`src/lcdcd_map.svh`:
```
// Command encodings, field positions, reset values and timing counts
`ifndef LCDCD_MAP_SVH
`define LCDCD_MAP_SVH
`define LCDCD_CTL_BIT 7
`define LCDCD_DC_PAT 2'h1
`define LCDCD_OSC_PAT 4'hD
`define LCDCD_BLK_PAT 4'hE
`define LCDCD_ALL_PAT 5'h1F
`define LCDCD_CUR_RST 2'h2
`define LCDCD_FRM_RST 2'h0
`define LCDCD_BLK_RST 2'h0
`define LCDCD_ALL_RST 2'h0
`define LCDCD_WAVE_BIT 2
`define LCDCD_CLK_HZ 25000000
// Frame tick per row period: frame rate times four commons
`define LCDCD_FRM_DIV(f) ((`LCDCD_CLK_HZ / ((f) * 4)) - 1)
`define LCDCD_FRM_80 24'(`LCDCD_FRM_DIV(80))
`define LCDCD_FRM_71 24'(`LCDCD_FRM_DIV(71))
`define LCDCD_FRM_64 24'(`LCDCD_FRM_DIV(64))
`define LCDCD_FRM_53 24'(`LCDCD_FRM_DIV(53))
// Blink toggles twice per period
`define LCDCD_BLK_05 26'((`LCDCD_CLK_HZ) - 1)
`define LCDCD_BLK_1 26'((`LCDCD_CLK_HZ / 2) - 1)
`define LCDCD_BLK_2 26'((`LCDCD_CLK_HZ / 4) - 1)
`endif

```
`src/lcdcd_pkg.sv`:
```
// Types for the LCD configuration command decoder
package lcdcd_pkg;
   typedef enum logic [1:0] {
      LCDCD_CUR_LOW2 = 2'h0,
      LCDCD_CUR_LOW1 = 2'h1,
      LCDCD_CUR_NORM = 2'h2,
      LCDCD_CUR_HIGH = 2'h3
   } lcdcd_cur_t;
   typedef struct packed {
      lcdcd_cur_t current_mode;
      logic waveform_select_bit;
      logic [1:0] frame_freq;
      logic osc_source_bit;
      logic [1:0] blink_rate;
      logic [1:0] all_pixels;
   } lcdcd_cfg_t;
   typedef struct packed {
      lcdcd_cfg_t cfg;
      logic soft_reset;
      logic [23:0] frm_cnt;
      logic frm_tick;
      logic [25:0] blk_cnt;
      logic blk_phase;
      logic [2:0] ext_sync;
      logic ext_level;
      logic ext_rise;
   } lcdcd_state_t;
endpackage

```
`src/lcdcd_top.sv`:
```
// LCD configuration command decoder: command byte decode and settings
`timescale 1ns/100ps
`include "lcdcd_map.svh"
module lcdcd_top
   import lcdcd_pkg::*;
(
   input wire logic mclk_i,
   input wire logic sys_rst_i,
   input wire logic [7:0] cmd_byte_i,
   input wire logic cmd_valid_i,
   input wire logic ext_clock_in_i,
   input wire logic display_on_i,
   output lcdcd_cfg_t cfg_o,
   output logic soft_reset_o,
   output logic frame_tick_o,
   output logic blink_blank_o,
   output logic pixels_force_on_o,
   output logic pixels_force_off_o
);
   // ------------------------------------------------------------
   // Decode helpers
   // ------------------------------------------------------------
   function automatic logic [23:0] frame_limit(input logic [1:0] sel);
      unique case (sel)
         2'h0: frame_limit = `LCDCD_FRM_80;
         2'h1: frame_limit = `LCDCD_FRM_71;
         2'h2: frame_limit = `LCDCD_FRM_64;
         2'h3: frame_limit = `LCDCD_FRM_53;
      endcase
   endfunction

   function automatic logic [25:0] blink_limit(input logic [1:0] sel);
      unique case (sel)
         2'h1: blink_limit = `LCDCD_BLK_05;
         2'h2: blink_limit = `LCDCD_BLK_1;
         2'h3: blink_limit = `LCDCD_BLK_2;
         default: blink_limit = `LCDCD_BLK_05;
      endcase
   endfunction

   function automatic lcdcd_cfg_t reset_cfg();
      lcdcd_cfg_t c;
      c.current_mode = lcdcd_cur_t'(`LCDCD_CUR_RST);
      c.waveform_select_bit = 1'b0;
      c.frame_freq = `LCDCD_FRM_RST;
      c.osc_source_bit = 1'b0;
      c.blink_rate = `LCDCD_BLK_RST;
      c.all_pixels = `LCDCD_ALL_RST;
      reset_cfg = c;
   endfunction

   // ------------------------------------------------------------
   // State
   // ------------------------------------------------------------
   lcdcd_state_t state_q;
   lcdcd_state_t state_d;
   logic is_cmd;
   logic osc_step;

   always_comb begin
      state_d = state_q;
      // Command strobe is a valid byte with bit 7 set; no acknowledge involved
      is_cmd = cmd_valid_i & cmd_byte_i[`LCDCD_CTL_BIT];
      state_d.soft_reset = 1'b0;
      if (state_q.soft_reset) begin
         state_d.cfg = reset_cfg();
      end else if (is_cmd) begin
         if (cmd_byte_i[6:5] == `LCDCD_DC_PAT) begin
            state_d.cfg.current_mode = lcdcd_cur_t'(cmd_byte_i[1:0]);
            state_d.cfg.waveform_select_bit = cmd_byte_i[`LCDCD_WAVE_BIT];
            state_d.cfg.frame_freq = cmd_byte_i[4:3];
         end else if (cmd_byte_i[6:3] == `LCDCD_OSC_PAT) begin
            state_d.cfg.osc_source_bit = cmd_byte_i[0];
            state_d.soft_reset = cmd_byte_i[1];
         end else if (cmd_byte_i[6:3] == `LCDCD_BLK_PAT) begin
            state_d.cfg.blink_rate = cmd_byte_i[1:0];
         end else if (cmd_byte_i[6:2] == `LCDCD_ALL_PAT) begin
            state_d.cfg.all_pixels = cmd_byte_i[1:0];
         end
         // Other patterns fall through untouched
      end

      // External clock passes three flops; edge counts once last two agree
      state_d.ext_sync = {state_q.ext_sync[1:0], ext_clock_in_i};
      state_d.ext_rise = 1'b0;
      if (state_q.ext_sync[2] == state_q.ext_sync[1]) begin
         state_d.ext_level = state_q.ext_sync[2];
         state_d.ext_rise = state_q.ext_sync[2] & ~state_q.ext_level;
      end
      // Oscillator source picks the frame timebase
      osc_step = state_q.cfg.osc_source_bit ? state_q.ext_rise : 1'b1;

      state_d.frm_tick = 1'b0;
      if (osc_step) begin
         if (state_q.frm_cnt >= frame_limit(state_q.cfg.frame_freq)) begin
            state_d.frm_cnt = 24'h000000;
            state_d.frm_tick = 1'b1;
         end else begin
            state_d.frm_cnt = state_q.frm_cnt + 24'h000001;
         end
      end

      // Blink timebase always from the system clock
      if (state_q.cfg.blink_rate == 2'h0) begin
         state_d.blk_cnt = 26'h0000000;
         state_d.blk_phase = 1'b0;
      end else if (state_q.blk_cnt >= blink_limit(state_q.cfg.blink_rate)) begin
         state_d.blk_cnt = 26'h0000000;
         state_d.blk_phase = ~state_q.blk_phase;
      end else begin
         state_d.blk_cnt = state_q.blk_cnt + 26'h0000001;
      end

      // Soft reset also clears the timebases
      if (state_q.soft_reset) begin
         state_d.frm_cnt = 24'h000000;
         state_d.blk_cnt = 26'h0000000;
         state_d.blk_phase = 1'b0;
      end
   end

   always_ff @(posedge mclk_i) begin
      if (sys_rst_i) begin
         state_q.cfg <= reset_cfg();
         state_q.soft_reset <= 1'b0;
         state_q.frm_cnt <= 24'h000000;
         state_q.frm_tick <= 1'b0;
         state_q.blk_cnt <= 26'h0000000;
         state_q.blk_phase <= 1'b0;
         state_q.ext_sync <= 3'h0;
         state_q.ext_level <= 1'b0;
         state_q.ext_rise <= 1'b0;
      end else begin
         state_q <= state_d;
      end
   end

   // ------------------------------------------------------------
   // Outputs
   // ------------------------------------------------------------
   // Override gated by display on; RAM never written here
   assign cfg_o = state_q.cfg;
   assign soft_reset_o = state_q.soft_reset;
   assign frame_tick_o = state_q.frm_tick;
   assign blink_blank_o = state_q.blk_phase;
   assign pixels_force_on_o = display_on_i & (state_q.cfg.all_pixels == 2'h2);
   assign pixels_force_off_o = display_on_i & state_q.cfg.all_pixels[0];
endmodule

```
`config.mk`:
```
export PLATFORM = sky130hd
export DESIGN_NAME = lcdcd_top
export DESIGN_NICKNAME = d
export VERILOG_FILES = /design/src/lcdcd_pkg.sv /design/src/lcdcd_top.sv
export VERILOG_INCLUDE_DIRS = /design/src
export SDC_FILE = /design/constraint.sdc
export NUM_CORES = 1
export LEC_CHECK = 0
export ABC_AREA = 1
export ABC_CLOCK_PERIOD_IN_PS = 5400
export BUFFER_PORTS_ARGS = -buffer_cell sky130_fd_sc_hd__buf_2
export CAP_MARGIN = 15
export CELL_PAD_IN_SITES_DETAIL_PLACEMENT = 0
export CELL_PAD_IN_SITES_GLOBAL_PLACEMENT = 1
export CORE_MARGIN = 2
export CORE_UTILIZATION = 48
export DETAILED_ROUTE_END_ITERATION = 10
export GPL_TIMING_DRIVEN = 0
export PLACE_DENSITY_LB_ADDON = 0.1
export SYNTH_ARGS = -nofsm -noshare
export SYNTH_HDL_FRONTEND = slang
export SYNTH_SLANG_ARGS = --single-unit
export TNS_END_PERCENT = 100
```
`constraint.sdc`:
```
create_clock -name mclk_i -period 5.4 [get_ports mclk_i]
set_input_delay 0.54 -clock mclk_i [delete_from_list [all_inputs] [get_ports mclk_i]]
set_output_delay 0.54 -clock mclk_i [all_outputs]
set_load 0.01 [all_outputs]
```
=== After elaboration in Yosys (flattened, before gate mapping) ===
Cells that the tools add are included.
W data, S select, Z words.

* Flip-flop bits (word level): 68
* Bits of input ports: 13

* Order comparisons: 2
* Add/subtract/negate cells: 2
* Multiplexer cells: 7
* Bitwise gates (word level): 12
* Reductions and logical operators: 12
* Eq/ne operators: 11

{| class="wikitable"
|+ Operator list
! operator !! count
|-
| $pmux W24 S4 || 1
|-
| $pmux W25 S2 || 1
|-
| $mux W24 || 2
|-
| $add A26 B1 Y26 const B || 1
|-
| $ge A26 B26 Y1 || 1
|-
| $mux W26 || 1
|-
| $add A24 B1 Y24 const B || 1
|-
| $ge A24 B24 Y1 || 1
|-
| $eq A2 B2 Y1 const B || 5
|-
| $eq A4 B4 Y1 const B || 2
|-
| $not A1 Y1 || 8
|-
| $reduce_or A2 Y1 || 3
|-
| $eq A5 B5 Y1 const B || 1
|-
| $reduce_and A5 Y1 || 1
|-
| $reduce_or A5 Y1 || 1
|-
| $and A1 B1 Y1 || 4
|-
| $eq A2 B1 Y1 const B || 2
|-
| $logic_not A2 Y1 || 2
|-
| $reduce_and A4 Y1 || 1
|-
| $reduce_or A4 Y1 || 1
|-
| $reduce_and A3 Y1 || 1
|-
| $reduce_or A3 Y1 || 1
|-
| $mux W1 || 2
|-
| $reduce_and A2 Y1 || 1
|-
| $eq A1 B1 Y1 || 1
|}

=== Logic depth before layout (Yosys ltp) ===
Gate-level depths: netlist (run 1).

* Depth in word-level cells: 5
* Gate-level depth with buffers: 17
* Depth with buffers taken out: 16

=== Worst setup path after synthesis (run 1) ===
OpenSTA, ideal clock, no wires.

* Path kind: reg-to-reg
* Start point: register state_q (netlist bit cfg_o[6])
* End point: register state_q[42] in the netlist's numbering
* Required time: 5.284 ns
* Stages on the path, launching flop included: 18
* Arrival time: 1.971 ns
* Period minus slack after synthesis: 2.087 ns
* Slack: 3.313 ns
* Cells stage by stage: dfxtp_1 -> inv_1 -> ha_1 -> inv_1 -> o21ai_0 -> ha_1 -> nand2_1 -> inv_1 -> nand2_1 -> nand2_1 -> nor2_1 -> nor2_1 -> nand2_1 -> nand2_1 -> nand2_1 -> nand2_2 -> buf_4 -> nor2_1

* Longest elaborated chain between the ends: 5

{| class="wikitable"
|+ Ends and longest elaborated chain
! what !! line !! source
|-
| from (decl) || lcdcd_top.sv:55 || <nowiki>lcdcd_state_t state_q;</nowiki>
|-
| from (signal assigned) || lcdcd_top.sv:134 || <nowiki>state_q <= state_d;</nowiki>
|-
| $eq A2 B2 Y1 (tied with other cells) || lcdcd_top.sv:24 || <nowiki>unique case (sel)</nowiki>
|-
| $pmux W24 S4 (*) || lcdcd_top.sv:24 ||
|-
| $mux W24 (*) || lcdcd_top.sv:94 || <nowiki>if (osc_step) begin</nowiki>
|-
| $ge A24 B24 Y1 (*) || lcdcd_top.sv:95 || <nowiki>if (state_q.frm_cnt >= frame_limit(state_q.cfg.frame_freq)) begin</nowiki>
|-
| $mux W24 (*) || lcdcd_top.sv:95 ||
|}

Every way passes the cells marked *; elsewhere a longest branch is shown, timed or not. The select of a mux whose other input is x is not followed.
A chain may end at the register's enable or synchronous reset.

=== Worst setup path after layout (run 1) ===
* Start point: register state_q (netlist bit cfg_o[6])
* End point: register state_q[50] in the netlist's numbering

The elaborated chain is that of the path after synthesis.

==> results of run 1 <==
## critical path: stages, from the launching register on
cell	delay, ns
sky130_fd_sc_hd__dfxtp_1	0.42
sky130_fd_sc_hd__inv_1	0.14
sky130_fd_sc_hd__ha_1	0.28
sky130_fd_sc_hd__inv_1	0.11
sky130_fd_sc_hd__o21ai_0	0.09
sky130_fd_sc_hd__ha_1	0.30
sky130_fd_sc_hd__nand2_1	0.06
sky130_fd_sc_hd__inv_1	0.05
sky130_fd_sc_hd__nand2_1	0.05
sky130_fd_sc_hd__nand2_1	0.08
sky130_fd_sc_hd__nor2_1	0.05
sky130_fd_sc_hd__nor2_1	0.10
sky130_fd_sc_hd__nand2_1	0.05
sky130_fd_sc_hd__nand2_1	0.07
sky130_fd_sc_hd__nand2_1	0.09
sky130_fd_sc_hd__nand2_2	0.18
sky130_fd_sc_hd__buf_4	0.21
sky130_fd_sc_hd__nor2_1	0.05
## cells in the mapped netlist
cell                       number  area, sq um
sky130_fd_sc_hd__a21oi_1       21          105
sky130_fd_sc_hd__ha_1          34          425
sky130_fd_sc_hd__nand3b_1       2         15.0
sky130_fd_sc_hd__clkbuf_1       2         7.51
sky130_fd_sc_hd__buf_4         11         82.6
sky130_fd_sc_hd__o211ai_1       1         7.51
sky130_fd_sc_hd__nor3_1        13         65.1
sky130_fd_sc_hd__a21oi_2        6         52.6
sky130_fd_sc_hd__xnor2_1       12          105
sky130_fd_sc_hd__o21ai_1        1         5.00
sky130_fd_sc_hd__nand2_1      107          402
sky130_fd_sc_hd__a21boi_0       2         15.0
sky130_fd_sc_hd__o21ai_0       14         70.1
sky130_fd_sc_hd__nor3_2         1         10.0
sky130_fd_sc_hd__nand3_2        2         20.0
sky130_fd_sc_hd__nor2_4         3         33.8
sky130_fd_sc_hd__nand4_4        1         21.3
sky130_fd_sc_hd__o21bai_1       4         30.0
sky130_fd_sc_hd__nor3_4         1         16.3
sky130_fd_sc_hd__inv_1         75          282
sky130_fd_sc_hd__nand3_1       21          105
sky130_fd_sc_hd__mux2i_1        1         10.0
sky130_fd_sc_hd__inv_2          2         7.51
sky130_fd_sc_hd__a21o_1         2         15.0
sky130_fd_sc_hd__buf_6          2         22.5
sky130_fd_sc_hd__or2_2          2         12.5
sky130_fd_sc_hd__nor2_1        90          338
sky130_fd_sc_hd__nor4_1         1         6.26
sky130_fd_sc_hd__nor2_2         7         43.8
sky130_fd_sc_hd__xor2_1        13          114
sky130_fd_sc_hd__nand2_2        7         43.8
sky130_fd_sc_hd__nand4_1       13         81.3
sky130_fd_sc_hd__buf_2          1         5.00
sky130_fd_sc_hd__or2_0          2         12.5
sky130_fd_sc_hd__dfxtp_1       68         1360
## flip-flops by register name, summed over array words and instances (netlist names)
register	count
state_d	2
frame_tick_o	1
blink_blank_o	1
state_q	53
cfg_o	10
soft_reset_o	1
## metrics by stage
step / area (sq um) / cells
floorplan: 3950 / 545
global placement: 4220 / 677
detailed placement: 4220 / 677
CTS: 4420 / 693
global route: 4420 / 693
finish: 4420 / 693
## worst max path at each step
stage                     cells past startpoint           to     start
after floorplan                              17  state_q[42]  cfg_o[6]
after global placement                       17  state_q[46]  cfg_o[6]
after detailed placement                     17  state_q[43]  cfg_o[6]
after CTS                                    17  state_q[50]  cfg_o[6]
after global routing                         17  state_q[50]  cfg_o[6]
final                                        17  state_q[50]  cfg_o[6]
## layout make-up
class                   instances  area [sq um]  area share (%)
plain buffers                  16           118            2.66
clock buffers                  10           138            3.12
clock inverters                 6          63.8            1.44
inverters                      77           289            6.54
multi-input cells             384          2180            49.4
flip-flops and latches         68          1360            30.8
well taps                     105           131            2.97
repair buffers                 27           135            3.06
## report_power, final
group          leakage (nW)  switching, mW  internal (mW)
Sequential            0.549        0.00496          0.506
Combinational          1.33         0.0279         0.0204
Clock                0.0983          0.202          0.225
## per-layer routing
metal | track usage [%] | vias up
li1 | - | 1783
met1 | 27.6 | 1496
met2 | 30.7 | 48
met3 | 4.79 | 6
met4 | 6.40 | 0
met5 | 0 | -
## cell families (layout without fill, tap and decap cells)
| kind of cell | Yosys count | in the layout | synth area share, % |
|---|---|---|---|
| simple gates | 273 | 273 | 31.1 |
| buf+inv | 93 | 136 | 10.3 |
| flops | 68 | 68 | 34.5 |
| compound gates | 51 | 51 | 7.60 |
| fa+ha+maj | 34 | 34 | 10.8 |
| xor+xnor | 25 | 25 | 5.54 |
| mux | 1 | 1 | 0.253 |
==> summary by stage, run 1 <==
Status
The run finished with clean final reports.

Synthesis
The proportion of synthesized chip area in sequential cells is 34.5%. The number of nets in the synthesized netlist is 592. After synthesis, the mean cell area works out to 7.25 sq um. The cell area that synthesis handed to floorplanning was 3950 sq um.

For this run, the number of Yosys warnings is 0. The number of storage elements in the synthesis netlist is 68. Counting distinct cell types in the post-synthesis netlist gives 35. Synthesis produced a netlist whose cell count is 545.

Die
The effective utilization at floorplan is 48.8%. The die is 94.7 um wide. The die is 94.7 um tall. The number of cell rows is 33. The number of primary I/O pins is 28.

The core outline area is 8090 sq um. The die outline area is 8970 sq um.

Power and ir drop
The standby leakage power is 1.98 nW. The maximum vdd drop is 0.116 mV. The total power density per cell area is 223 nW/um^2. Overall power consumption after layout is estimated at 986 uW.

Timing
The clock arrives with 0.0118 ns of skew. The normalized max-slew margin is 75.4%. The number of slew-limit violations in the final report came to 0. Setup repair after global routing left no endpoint under its margin. The worst path needs 2.50 ns of the cycle, external delays included. The final sum of negative setup slack is 0 ns. Hold timing on the final database bottoms out at a slack of 0.388 ns.

Static timing analysis puts the maximum clock frequency at 0.400 GHz. Dividing the final minimum period by the clock period gives 46.3%. The final setup slack of the worst path is 2.90 ns. The count of final hold-check violations is 0. At the pin with the least slew margin, the transition time is 0.366 ns. Setup violations remaining at the end of the flow were counted as 0.

Drt
The sum of routed wire length over all layers is 8200 um. The detailed router put a total of 4280 um of wire on met1. For this block, the initial DRC count from the detailed router was 121.

After detailed routing, the met2 layer carries 3510 um of wire. The final route contains 3333 vias. After detailed routing, the average wire length per cell comes to 11.8 um.

After detailed routing, the number of remaining DRC violations is 0. The iteration count of the initial detailed-routing pass is 4. The highest metal layer carrying signal wires in the routed design is met4. The number of nets with antenna violations after routing is 0. The post-detailed-route via-to-cell ratio is 4.81.

The wire length on met3 is 330 um.

Global route
The first global-routing pass estimated 14000 um of wire. Entering global routing, the biggest net connects 13 pins. The via count of the first global-routing pass is 3091. Summed over all layers, the global routing overflow is 0.

For this run, the total global-route usage over all layers was measured as 20.0%. The initial antenna violation count is 0.

Clock tree
After clock tree synthesis, the repair step resized 0 gates. The root buffer cell is sky130_fd_sc_hd__clkbuf_8. After clock tree synthesis, the flow added hold-fix buffers numbering 0.

The insertion delay to the later sink of the worst-skew pair is 0.35 ns. In this run the deepest clock path goes through 2 buffers. The clock slew at the register clock pins of the worst setup and hold paths is 0.08 ns.

The number of sinks handled by clock tree synthesis is 68. TritonCTS built the clock tree. Buffers added to address setup during post-CTS repair amount to 0. The H-tree generated during clock tree synthesis spans 3 levels. TritonCTS created 9 clock buffers.

Place
The congestion estimate from routability-driven global placement came to 0.869. In this run the tool buffered the top-level ports with 27 buffer cells. The setup slack at placement is 2.91 ns. The final HPWL from detailed placement is 6340 um.

Worst setup path
The worst setup path is captured at a flip-flop. In this run the worst path has a maximum fanout of 10. The startpoint type of the worst setup path is a flip-flop. Data on the critical path is required at its endpoint by 5.64 ns. At the worst endpoint, the arrival time is 2.73 ns. The startpoint of the worst register-to-register path is cfg_o[6]. The endpoint of the worst register-to-register path is state_q[50]. Across all register-to-register paths, the minimum setup slack is 2.90 ns. The number of cells on the worst reg-to-reg path is 17.

The setup path with the least slack is of type reg -> reg.

Final layout
The net count of the finished layout is 630. The layout-stage area growth over the synthesis result is 11.9%. Fill cells in the final layout number 834. Cells fill 54.6% of the core in the end.

Leaving out fill and tap cells, the most frequent cells in the layout are 107 x sky130_fd_sc_hd__nand2_1, 90 x sky130_fd_sc_hd__nor2_1, 75 x sky130_fd_sc_hd__inv_1, 68 x sky130_fd_sc_hd__dfxtp_1, 34 x sky130_fd_sc_hd__ha_1. Of the cells placed in the final design, the portion with a size suffix greater than 1 is 15.1%. The most frequent standard cell in the layout excluding fill and tap cells is sky130_fd_sc_hd__nand2_1.

0 antenna diodes ended up in the layout.

Min path
The startpoint identified for the worst hold timing path is ext_clock_in_i. The hold path depth is 3. The tightest min-delay check is of the in -> reg type. The endpoint with the worst hold slack is state_d[3].

Run
The count of max-cap constraint violations is 0.
Note: power is estimated with default switching activity, not from simulation.
==> run 2: changes to the inputs <==
Settings changed: ABC_CLOCK_PERIOD_IN_PS 5400 to 2500, CORE_UTILIZATION 48 to 44.
Clock period 5.4 ns to 2.5 ns, I/O delays scaled along.
==> summary by stage, run 2 (synthesis results as in run 1) <==
Timing
The final setup violation count came to 0 (unchanged). The worst hold slack after final layout was 0.106 ns (-0.282 ns). Setup repair after global routing left no endpoint under its margin. The post-route minimum period is 2.29 ns (-0.209 ns).

The peak clock frequency supported by timing is 0.437 GHz (+9.1%). The fraction of the cycle the final worst path needs came to 91.5% (+45 points). The final sum of negative setup slack is 0 ns (unchanged).

The normalized max-slew margin is 78.5% (+3.1 points). The transition time at the pin with the least slew margin is 0.320 ns (-0.0464 ns). The number of slew-limit violations in the final report is 0 (unchanged).

The worst-case clock skew came to 0.0172 ns (+0.00540 ns). The count of final hold-check violations was 0 (unchanged).

Power and ir drop
The total power density per cell area is 477 nW/um^2 (+110%). The switching part of the total power came to 24.6% (+0.76 points). The share of power burned in registers is 52.2% (+0.4 points).

The share of total power in the clock network is 42.8% (-0.5 points). The maximum vdd drop is 0.231 mV (+98%). The cell-internal power is 1.59 mW (+110%). The standby leakage power came to 1.98 nW (about the same). The combinational share of power was 5.0% (about the same). The switching power summed over all nets is 519 uW (+120%).

Drt
The post-detailed-route via-to-cell ratio is 4.78 (-0.71%). The routed wire length per instance is 11.9 um (+0.65%). The iteration-0 DRC count of the detailed router is 102 (-16%).

The number of nets with antenna violations after routing is 0 (unchanged). The iteration count of the initial detailed-routing pass is 4 (unchanged). The via total after detailed routing is 3319 (-0.42%). The number of remaining DRC errors is 0 (unchanged). The sum of routed wire length over all layers came to 8280 um (+0.94%).

Die
The number of cell rows is 34 (+3.0%). The die outline area is 9750 sq um (+8.7%). The die extent in x is 98.7 um (+4.3%). The height of the die is 98.7 um (+4.3%). The number of primary I/O pins is 28 (unchanged). The effective utilization at floorplan is 45.3% (-3.5 points). The core outline area was 8720 sq um (+7.8%).

Worst setup path
The category of the worst setup path capture point is a flip-flop. The startpoint of the worst register-to-register path is cfg_o[3]. On the critical path, the stage with the largest delay is an instance of sky130_fd_sc_hd__dfxtp_2. The path length in cells of the critical path is 12 (-5). The source of the critical timing path is cfg_o[3]. The endpoint of the worst register-to-register path is state_q[16].

The depth of the worst register-to-register path is 12 (-5). The arrival time reported for the critical path endpoint was 2.57 ns (-0.16 ns). The last element of the critical path is state_q[16]. The number of buffer and inverter instances along the worst setup path is 4 (unchanged). The critical path is of the reg -> reg type. In this design, the largest share of critical-path delay is due to simple AND/OR/NAND/NOR gates.

The setup slack of the worst register-to-register path was 0.21 ns (-2.69 ns). The data required time at the worst endpoint was 2.78 ns (-2.86 ns). Walking the worst path, the cells encountered are inv_2 -> nor2_1 -> inv_1 -> ha_1 -> nand2_1 -> inv_1 -> nand2_1 -> a21oi_1 -> nor2_1 -> nand4_4 -> buf_6 -> a21oi_2. The worst setup path is launched from a flip-flop. The delay contributed by the slowest stage of the critical path is 0.44 ns (+0.02 ns).

The highest fanout seen on the critical path is 10 (unchanged).

Clock tree
The maximum clock path buffer count is 2 (unchanged). The total of cells resized after clock tree synthesis was 0 (unchanged). The clock slew at the register clock pins of the worst setup and hold paths is 0.08 ns (about the same).

The deepest level of the CTS H-tree is 3 (unchanged). The total of hold buffers inserted after clock tree synthesis is 0 (unchanged). The insertion delay to the later sink of the worst-skew pair came to 0.35 ns (about the same).

The count of buffers added by post-CTS timing repair for setup is 0 (unchanged). The number of buffers inserted during clock tree synthesis is 9 (unchanged). In this run the clock root is driven by a sky130_fd_sc_hd__clkbuf_8. The number of sinks handled by clock tree synthesis was 68 (unchanged).

TritonCTS built the clock tree.

Final layout
The fraction of final layout cells sized beyond drive strength 1 was 16.0% (+0.88 points). The final design utilization is 50.9% (-3.7 points). In the layout the commonest cells are 107 x sky130_fd_sc_hd__nand2_1, 89 x sky130_fd_sc_hd__nor2_1, 74 x sky130_fd_sc_hd__inv_1, 65 x sky130_fd_sc_hd__dfxtp_1, 33 x sky130_fd_sc_hd__ha_1. The library cell used most frequently in the layout, excluding fill and tap cells, is sky130_fd_sc_hd__nand2_1. The diode insertion count for antenna repair is 0 (unchanged).

Ranked by flip-flop count, first place goes to state_q. The number of inserted filler cells in the final layout was 870 (+4.3%). Compared with the post-synthesis result, the final layout area differs by 12.4%. The net count reported at finish came to 630 (unchanged). The flip-flop count of the largest register after layout came to 53 (unchanged).

Global route
The met1 global-route usage is 26.2% (-1.3 points). The total track usage came to 18.1% (-1.9 points). The met3 capacity usage during global routing is 2.84% (-2.0 points). met2 is the most crowded layer. The total congestion overflow is 0 (unchanged). The maximum number of pins on one net before global-route repair came to 13 (unchanged). The initial antenna violation count is 0 (unchanged).

The global-route wire length before repair came to 14200 um (+1.6%). The via count of the first global-routing pass is 3109 (+0.58%). The fraction of met2 tracks used by global routing is 26.9% (-3.7 points).

Run
The count of max-cap constraint violations is 0 (unchanged).

Min path
The hold path depth is 3 (unchanged). The worst hold path belongs to the class in -> reg.

Place
The final HPWL from detailed placement was 6450 um (+1.7%). The placer congestion estimate is 0.833 (-4.1%). The number of buffer cells added on primary ports is 27 (unchanged).

Status
The run finished with clean final reports.
-- run 2: metal layers --
| metal | share of wire, % | up-vias |
|---|---|---|
| li1 | - | 1797 |
| met1 | 55 | 1466 |
| met2 | 40 | 46 |
| met3 | 3.1 | 10 |
| met4 | 1.6 | 0 |
| met5 | 0 | - |
-- run 2: area by class of cell --
| type | count | area, sq um | area share, % |
|---|---|---|---|
| clock inverters | 6 | 65.1 | 1.47 |
| plain buffers | 16 | 118 | 2.65 |
| flip-flops and latches | 68 | 1370 | 30.9 |
| multi-input cells | 384 | 2200 | 49.6 |
| repair buffers | 27 | 135 | 3.05 |
| well taps | 108 | 135 | 3.05 |
| inverters | 77 | 289 | 6.51 |
| clock buffers | 9 | 124 | 2.79 |
-- run 2: metrics by stage --
step / power (mW) / instance area, sq um / cells / worst slack (ns)
final: 2.11 / 4440 / 695 / 0.211
after global routing: 2.21 / 4440 / 695 / 0.00837
after CTS: 2.15 / 4410 / 695 / 0.00319
after detailed placement: 1.23 / 4220 / 680 / 0.0263
after global placement: 1.23 / 4220 / 680 / 0.0272
after floorplan: 1.20 / 3950 / 545 / 0.413
-- run 2: power by group through the flow --
stage	Clock [mW]	Sequential [mW]	Combinational, mW
2_1_floorplan	0	1.13	0.0717
3_3_place_gp	0	1.13	0.102
4_1_cts	0.937	1.10	0.105
3_5_place_dp	0	1.13	0.105
6_report	0.905	1.10	0.107
5_1_grt	0.982	1.10	0.124
-- run 2: worst min-delay path by stage --
stage,from,end
after floorplan,sys_rst_i,state_d[3]
after global placement,state_d[3],state_d[4]
after detailed placement,state_d[3],state_d[4]
after CTS,ext_clock_in_i,state_d[3]
after global routing,ext_clock_in_i,state_d[3]
final,ext_clock_in_i,state_d[3]
-- run 2: worst reg2reg max path: cells and delay by family, from the launching register on --
kind / cells / cell delay [ns]
and+or+nand+nor: 5 / 0.85
buffers and inverters: 4 / 0.49
DFF: 1 / 0.44
adders and majority gates: 1 / 0.30
AOI/OAI and AO/OA: 2 / 0.15
==> run 3: changes to the inputs <==
Settings changed: HOLD_SLACK_MARGIN set to 0.12.
==> summary by stage, run 3 (synthesis results as in run 1) <==
Status
The run finished with clean final reports.

Clock tree
The number of buffers inserted during clock tree synthesis was 9 (unchanged). The deepest level of the CTS H-tree was 3 (unchanged). The TritonCTS clock tree is built. The clock slew at the register clock pins of the worst setup and hold paths is 0.09 ns (about the same). The insertion delay to the later sink of the worst-skew pair is 0.35 ns (about the same). The maximum clock path buffer count is 2 (unchanged).

The number of sinks handled by clock tree synthesis is 68 (unchanged). CTS placed an instance of sky130_fd_sc_hd__clkbuf_8 at the clock tree root.

Global route
The layer flagged by global routing as most heavily used is met2. The via count of the first global-routing pass was 3119 (+0.32%). The total track usage was 18.1% (+0.059 points). The initial antenna violation count is 0 (unchanged). The met1 global-route usage was 26.2% (unchanged). The maximum number of pins on one net before global-route repair came to 13 (unchanged). The fraction of met2 tracks used by global routing is 27.2% (+0.21 points). The global-route wire length before repair is 14300 um (+0.29%). The met3 capacity usage during global routing is 2.84% (unchanged). The total congestion overflow is 0 (unchanged).

Final layout
The sequential cell area in the final layout was 1370 sq um (unchanged). The number of inserted filler cells in the final layout came to 869 (-0.11%). The fraction of final layout cells sized beyond drive strength 1 is 16.0% (-0.027 points).

The flip-flop count of the largest register after layout is 53 (unchanged). The library cell used most frequently in the layout, excluding fill and tap cells, is sky130_fd_sc_hd__nand2_1. The register with the most flip-flops in the final layout is state_q. The final cell count without fillers is 696 (+0.14%). The diode insertion count for antenna repair is 0 (unchanged). The multi-input combinational cell area came to 2200 sq um (unchanged). Relative to the synthesized area, the layout overhead comes to 12.6%. The top cell types in the final layout, fill and taps aside, are 107 x sky130_fd_sc_hd__nand2_1, 89 x sky130_fd_sc_hd__nor2_1, 74 x sky130_fd_sc_hd__inv_1, 65 x sky130_fd_sc_hd__dfxtp_1, 33 x sky130_fd_sc_hd__ha_1. The net count reported at finish is 631 (+0.16%).

Die
The number of primary I/O pins came to 28 (unchanged). The number of cell rows was 34 (unchanged). The die extent in x is 98.7 um (unchanged). The effective utilization at floorplan is 45.3% (unchanged). The core outline area is 8720 sq um (unchanged).

The die outline area is 9750 sq um (unchanged). The height of the die is 98.7 um (unchanged).

Timing
The normalized max-slew margin is 78.5% (about the same). The fraction of the cycle the final worst path needs is 91.3% (-0.29 points). The transition time at the pin with the least slew margin was 0.320 ns (+0.000000715 ns). The worst-case clock skew is 0.0174 ns (+0.000135 ns). The count of final hold-check violations came to 0 (unchanged). The final setup violation count came to 0 (unchanged).

The final sum of negative setup slack was 0 ns (unchanged). The number of slew-limit violations in the final report was 0 (unchanged). The post-route minimum period came to 2.28 ns (-0.00724 ns). The peak clock frequency supported by timing is 0.438 GHz (+0.32%). Setup repair after global routing left no endpoint under its margin.

Place
The number of buffer cells added on primary ports is 27 (unchanged). The placed cell count is 680 (unchanged). The placer congestion estimate came to 0.833 (unchanged). The final HPWL from detailed placement came to 6450 um (unchanged).

Drt
The routed wire length per instance is 11.9 um (about the same). The iteration-0 DRC count of the detailed router is 110 (+7.8%). The sum of routed wire length over all layers was 8290 um (about the same).

The iteration count of the initial detailed-routing pass is 4 (unchanged). The number of nets with antenna violations after routing is 0 (unchanged). The number of remaining DRC errors was 0 (unchanged). The post-detailed-route via-to-cell ratio is 4.78 (about the same). The via total after detailed routing is 3324 (+0.15%).

Power and ir drop
The standby leakage power is 1.99 nW (+0.21%). The total power density per cell area is 476 nW/um^2 (-0.11%). The maximum vdd drop was 0.232 mV (+0.62%).

Worst setup path
The arrival time reported for the critical path endpoint is 2.56 ns (about the same). Walking the worst path, the cells encountered are inv_2 -> nor2_1 -> inv_1 -> ha_1 -> nand2_1 -> inv_1 -> nand2_1 -> a21oi_1 -> nor2_1 -> nand4_4 -> buf_6 -> a21oi_2. Grouping stages by cell kind, the critical path spends the most delay in simple AND/OR/NAND/NOR gates. The delay contributed by the slowest stage of the critical path is 0.44 ns (about the same). The data required time at the worst endpoint is 2.78 ns (about the same).

The startpoint type of the worst setup path is a flip-flop. The number of buffer and inverter instances along the worst setup path is 4 (unchanged). The worst setup path is captured at a flip-flop. The highest fanout seen on the critical path was 10 (unchanged). Among all stages on the critical path, the largest delay is contributed by sky130_fd_sc_hd__dfxtp_2.

The critical path in this run is classified as reg -> reg.

Run
The count of max-cap constraint violations came to 0 (unchanged).

Min path
The class of the tightest hold or removal check is in -> reg.
==> run 3: per-layer routing <==
| metal | routed length (um) | up-vias |
|---|---|---|
| met5 | 0 | - |
| met4 | 128 | 0 |
| met3 | 295 | 11 |
| met2 | 3340 | 48 |
| met1 | 4530 | 1467 |
| li1 | - | 1798 |
==> run 3: worst paths after layout <==
check                                 from            to  slack [ns]  cells past startpoint
worst min register to register  state_d[3]    state_d[4]        0.41                      2
worst max register to register    cfg_o[3]   state_q[16]        0.22                     12
worst min-delay path             sys_rst_i  frame_tick_o        0.14                      2
worst max-delay path              cfg_o[3]   state_q[16]        0.22                     12
==> run 3: area by class of cell <==
class	instances	area share, %
multi-input cells	384	49.5
flip-flops and latches	68	30.8
inverters	77	6.50
repair buffers	28	3.26
well taps	108	3.04
clock buffers	9	2.79
plain buffers	16	2.64
clock inverters	6	1.46
==> run 3: metrics by stage <==
stage	utilization [%]	instance area, sq um	hold WS (ns)	total power [mW]	worst slack (ns)
CTS	50.7	4420	0.131	2.15	0.00319
floorplan	-	3950	0.321	1.20	0.413
detailed placement	48.4	4220	0.399	1.23	0.0263
global placement	48.4	4220	0.392	1.23	0.0272
finish	51.0	4450	0.145	2.12	0.219
global route	51.0	4450	0.149	2.21	0.00837
==> run 3: report_power, final <==
group	switching [mW]	leakage (nW)	total, mW	internal, mW
logic	0.0608	1.34	0.108	0.0470
clock network	0.449	0.0955	0.906	0.457
registers	0.0106	0.551	1.10	1.09
==> run 3: repair_timing <==
item	4_1_cts	5_1_grt
gates resized for setup	0	10
buffers inserted	0	0
setup endpoints to repair	0	39
endpoints found under the hold margin	1	0
hold buffers	1	0
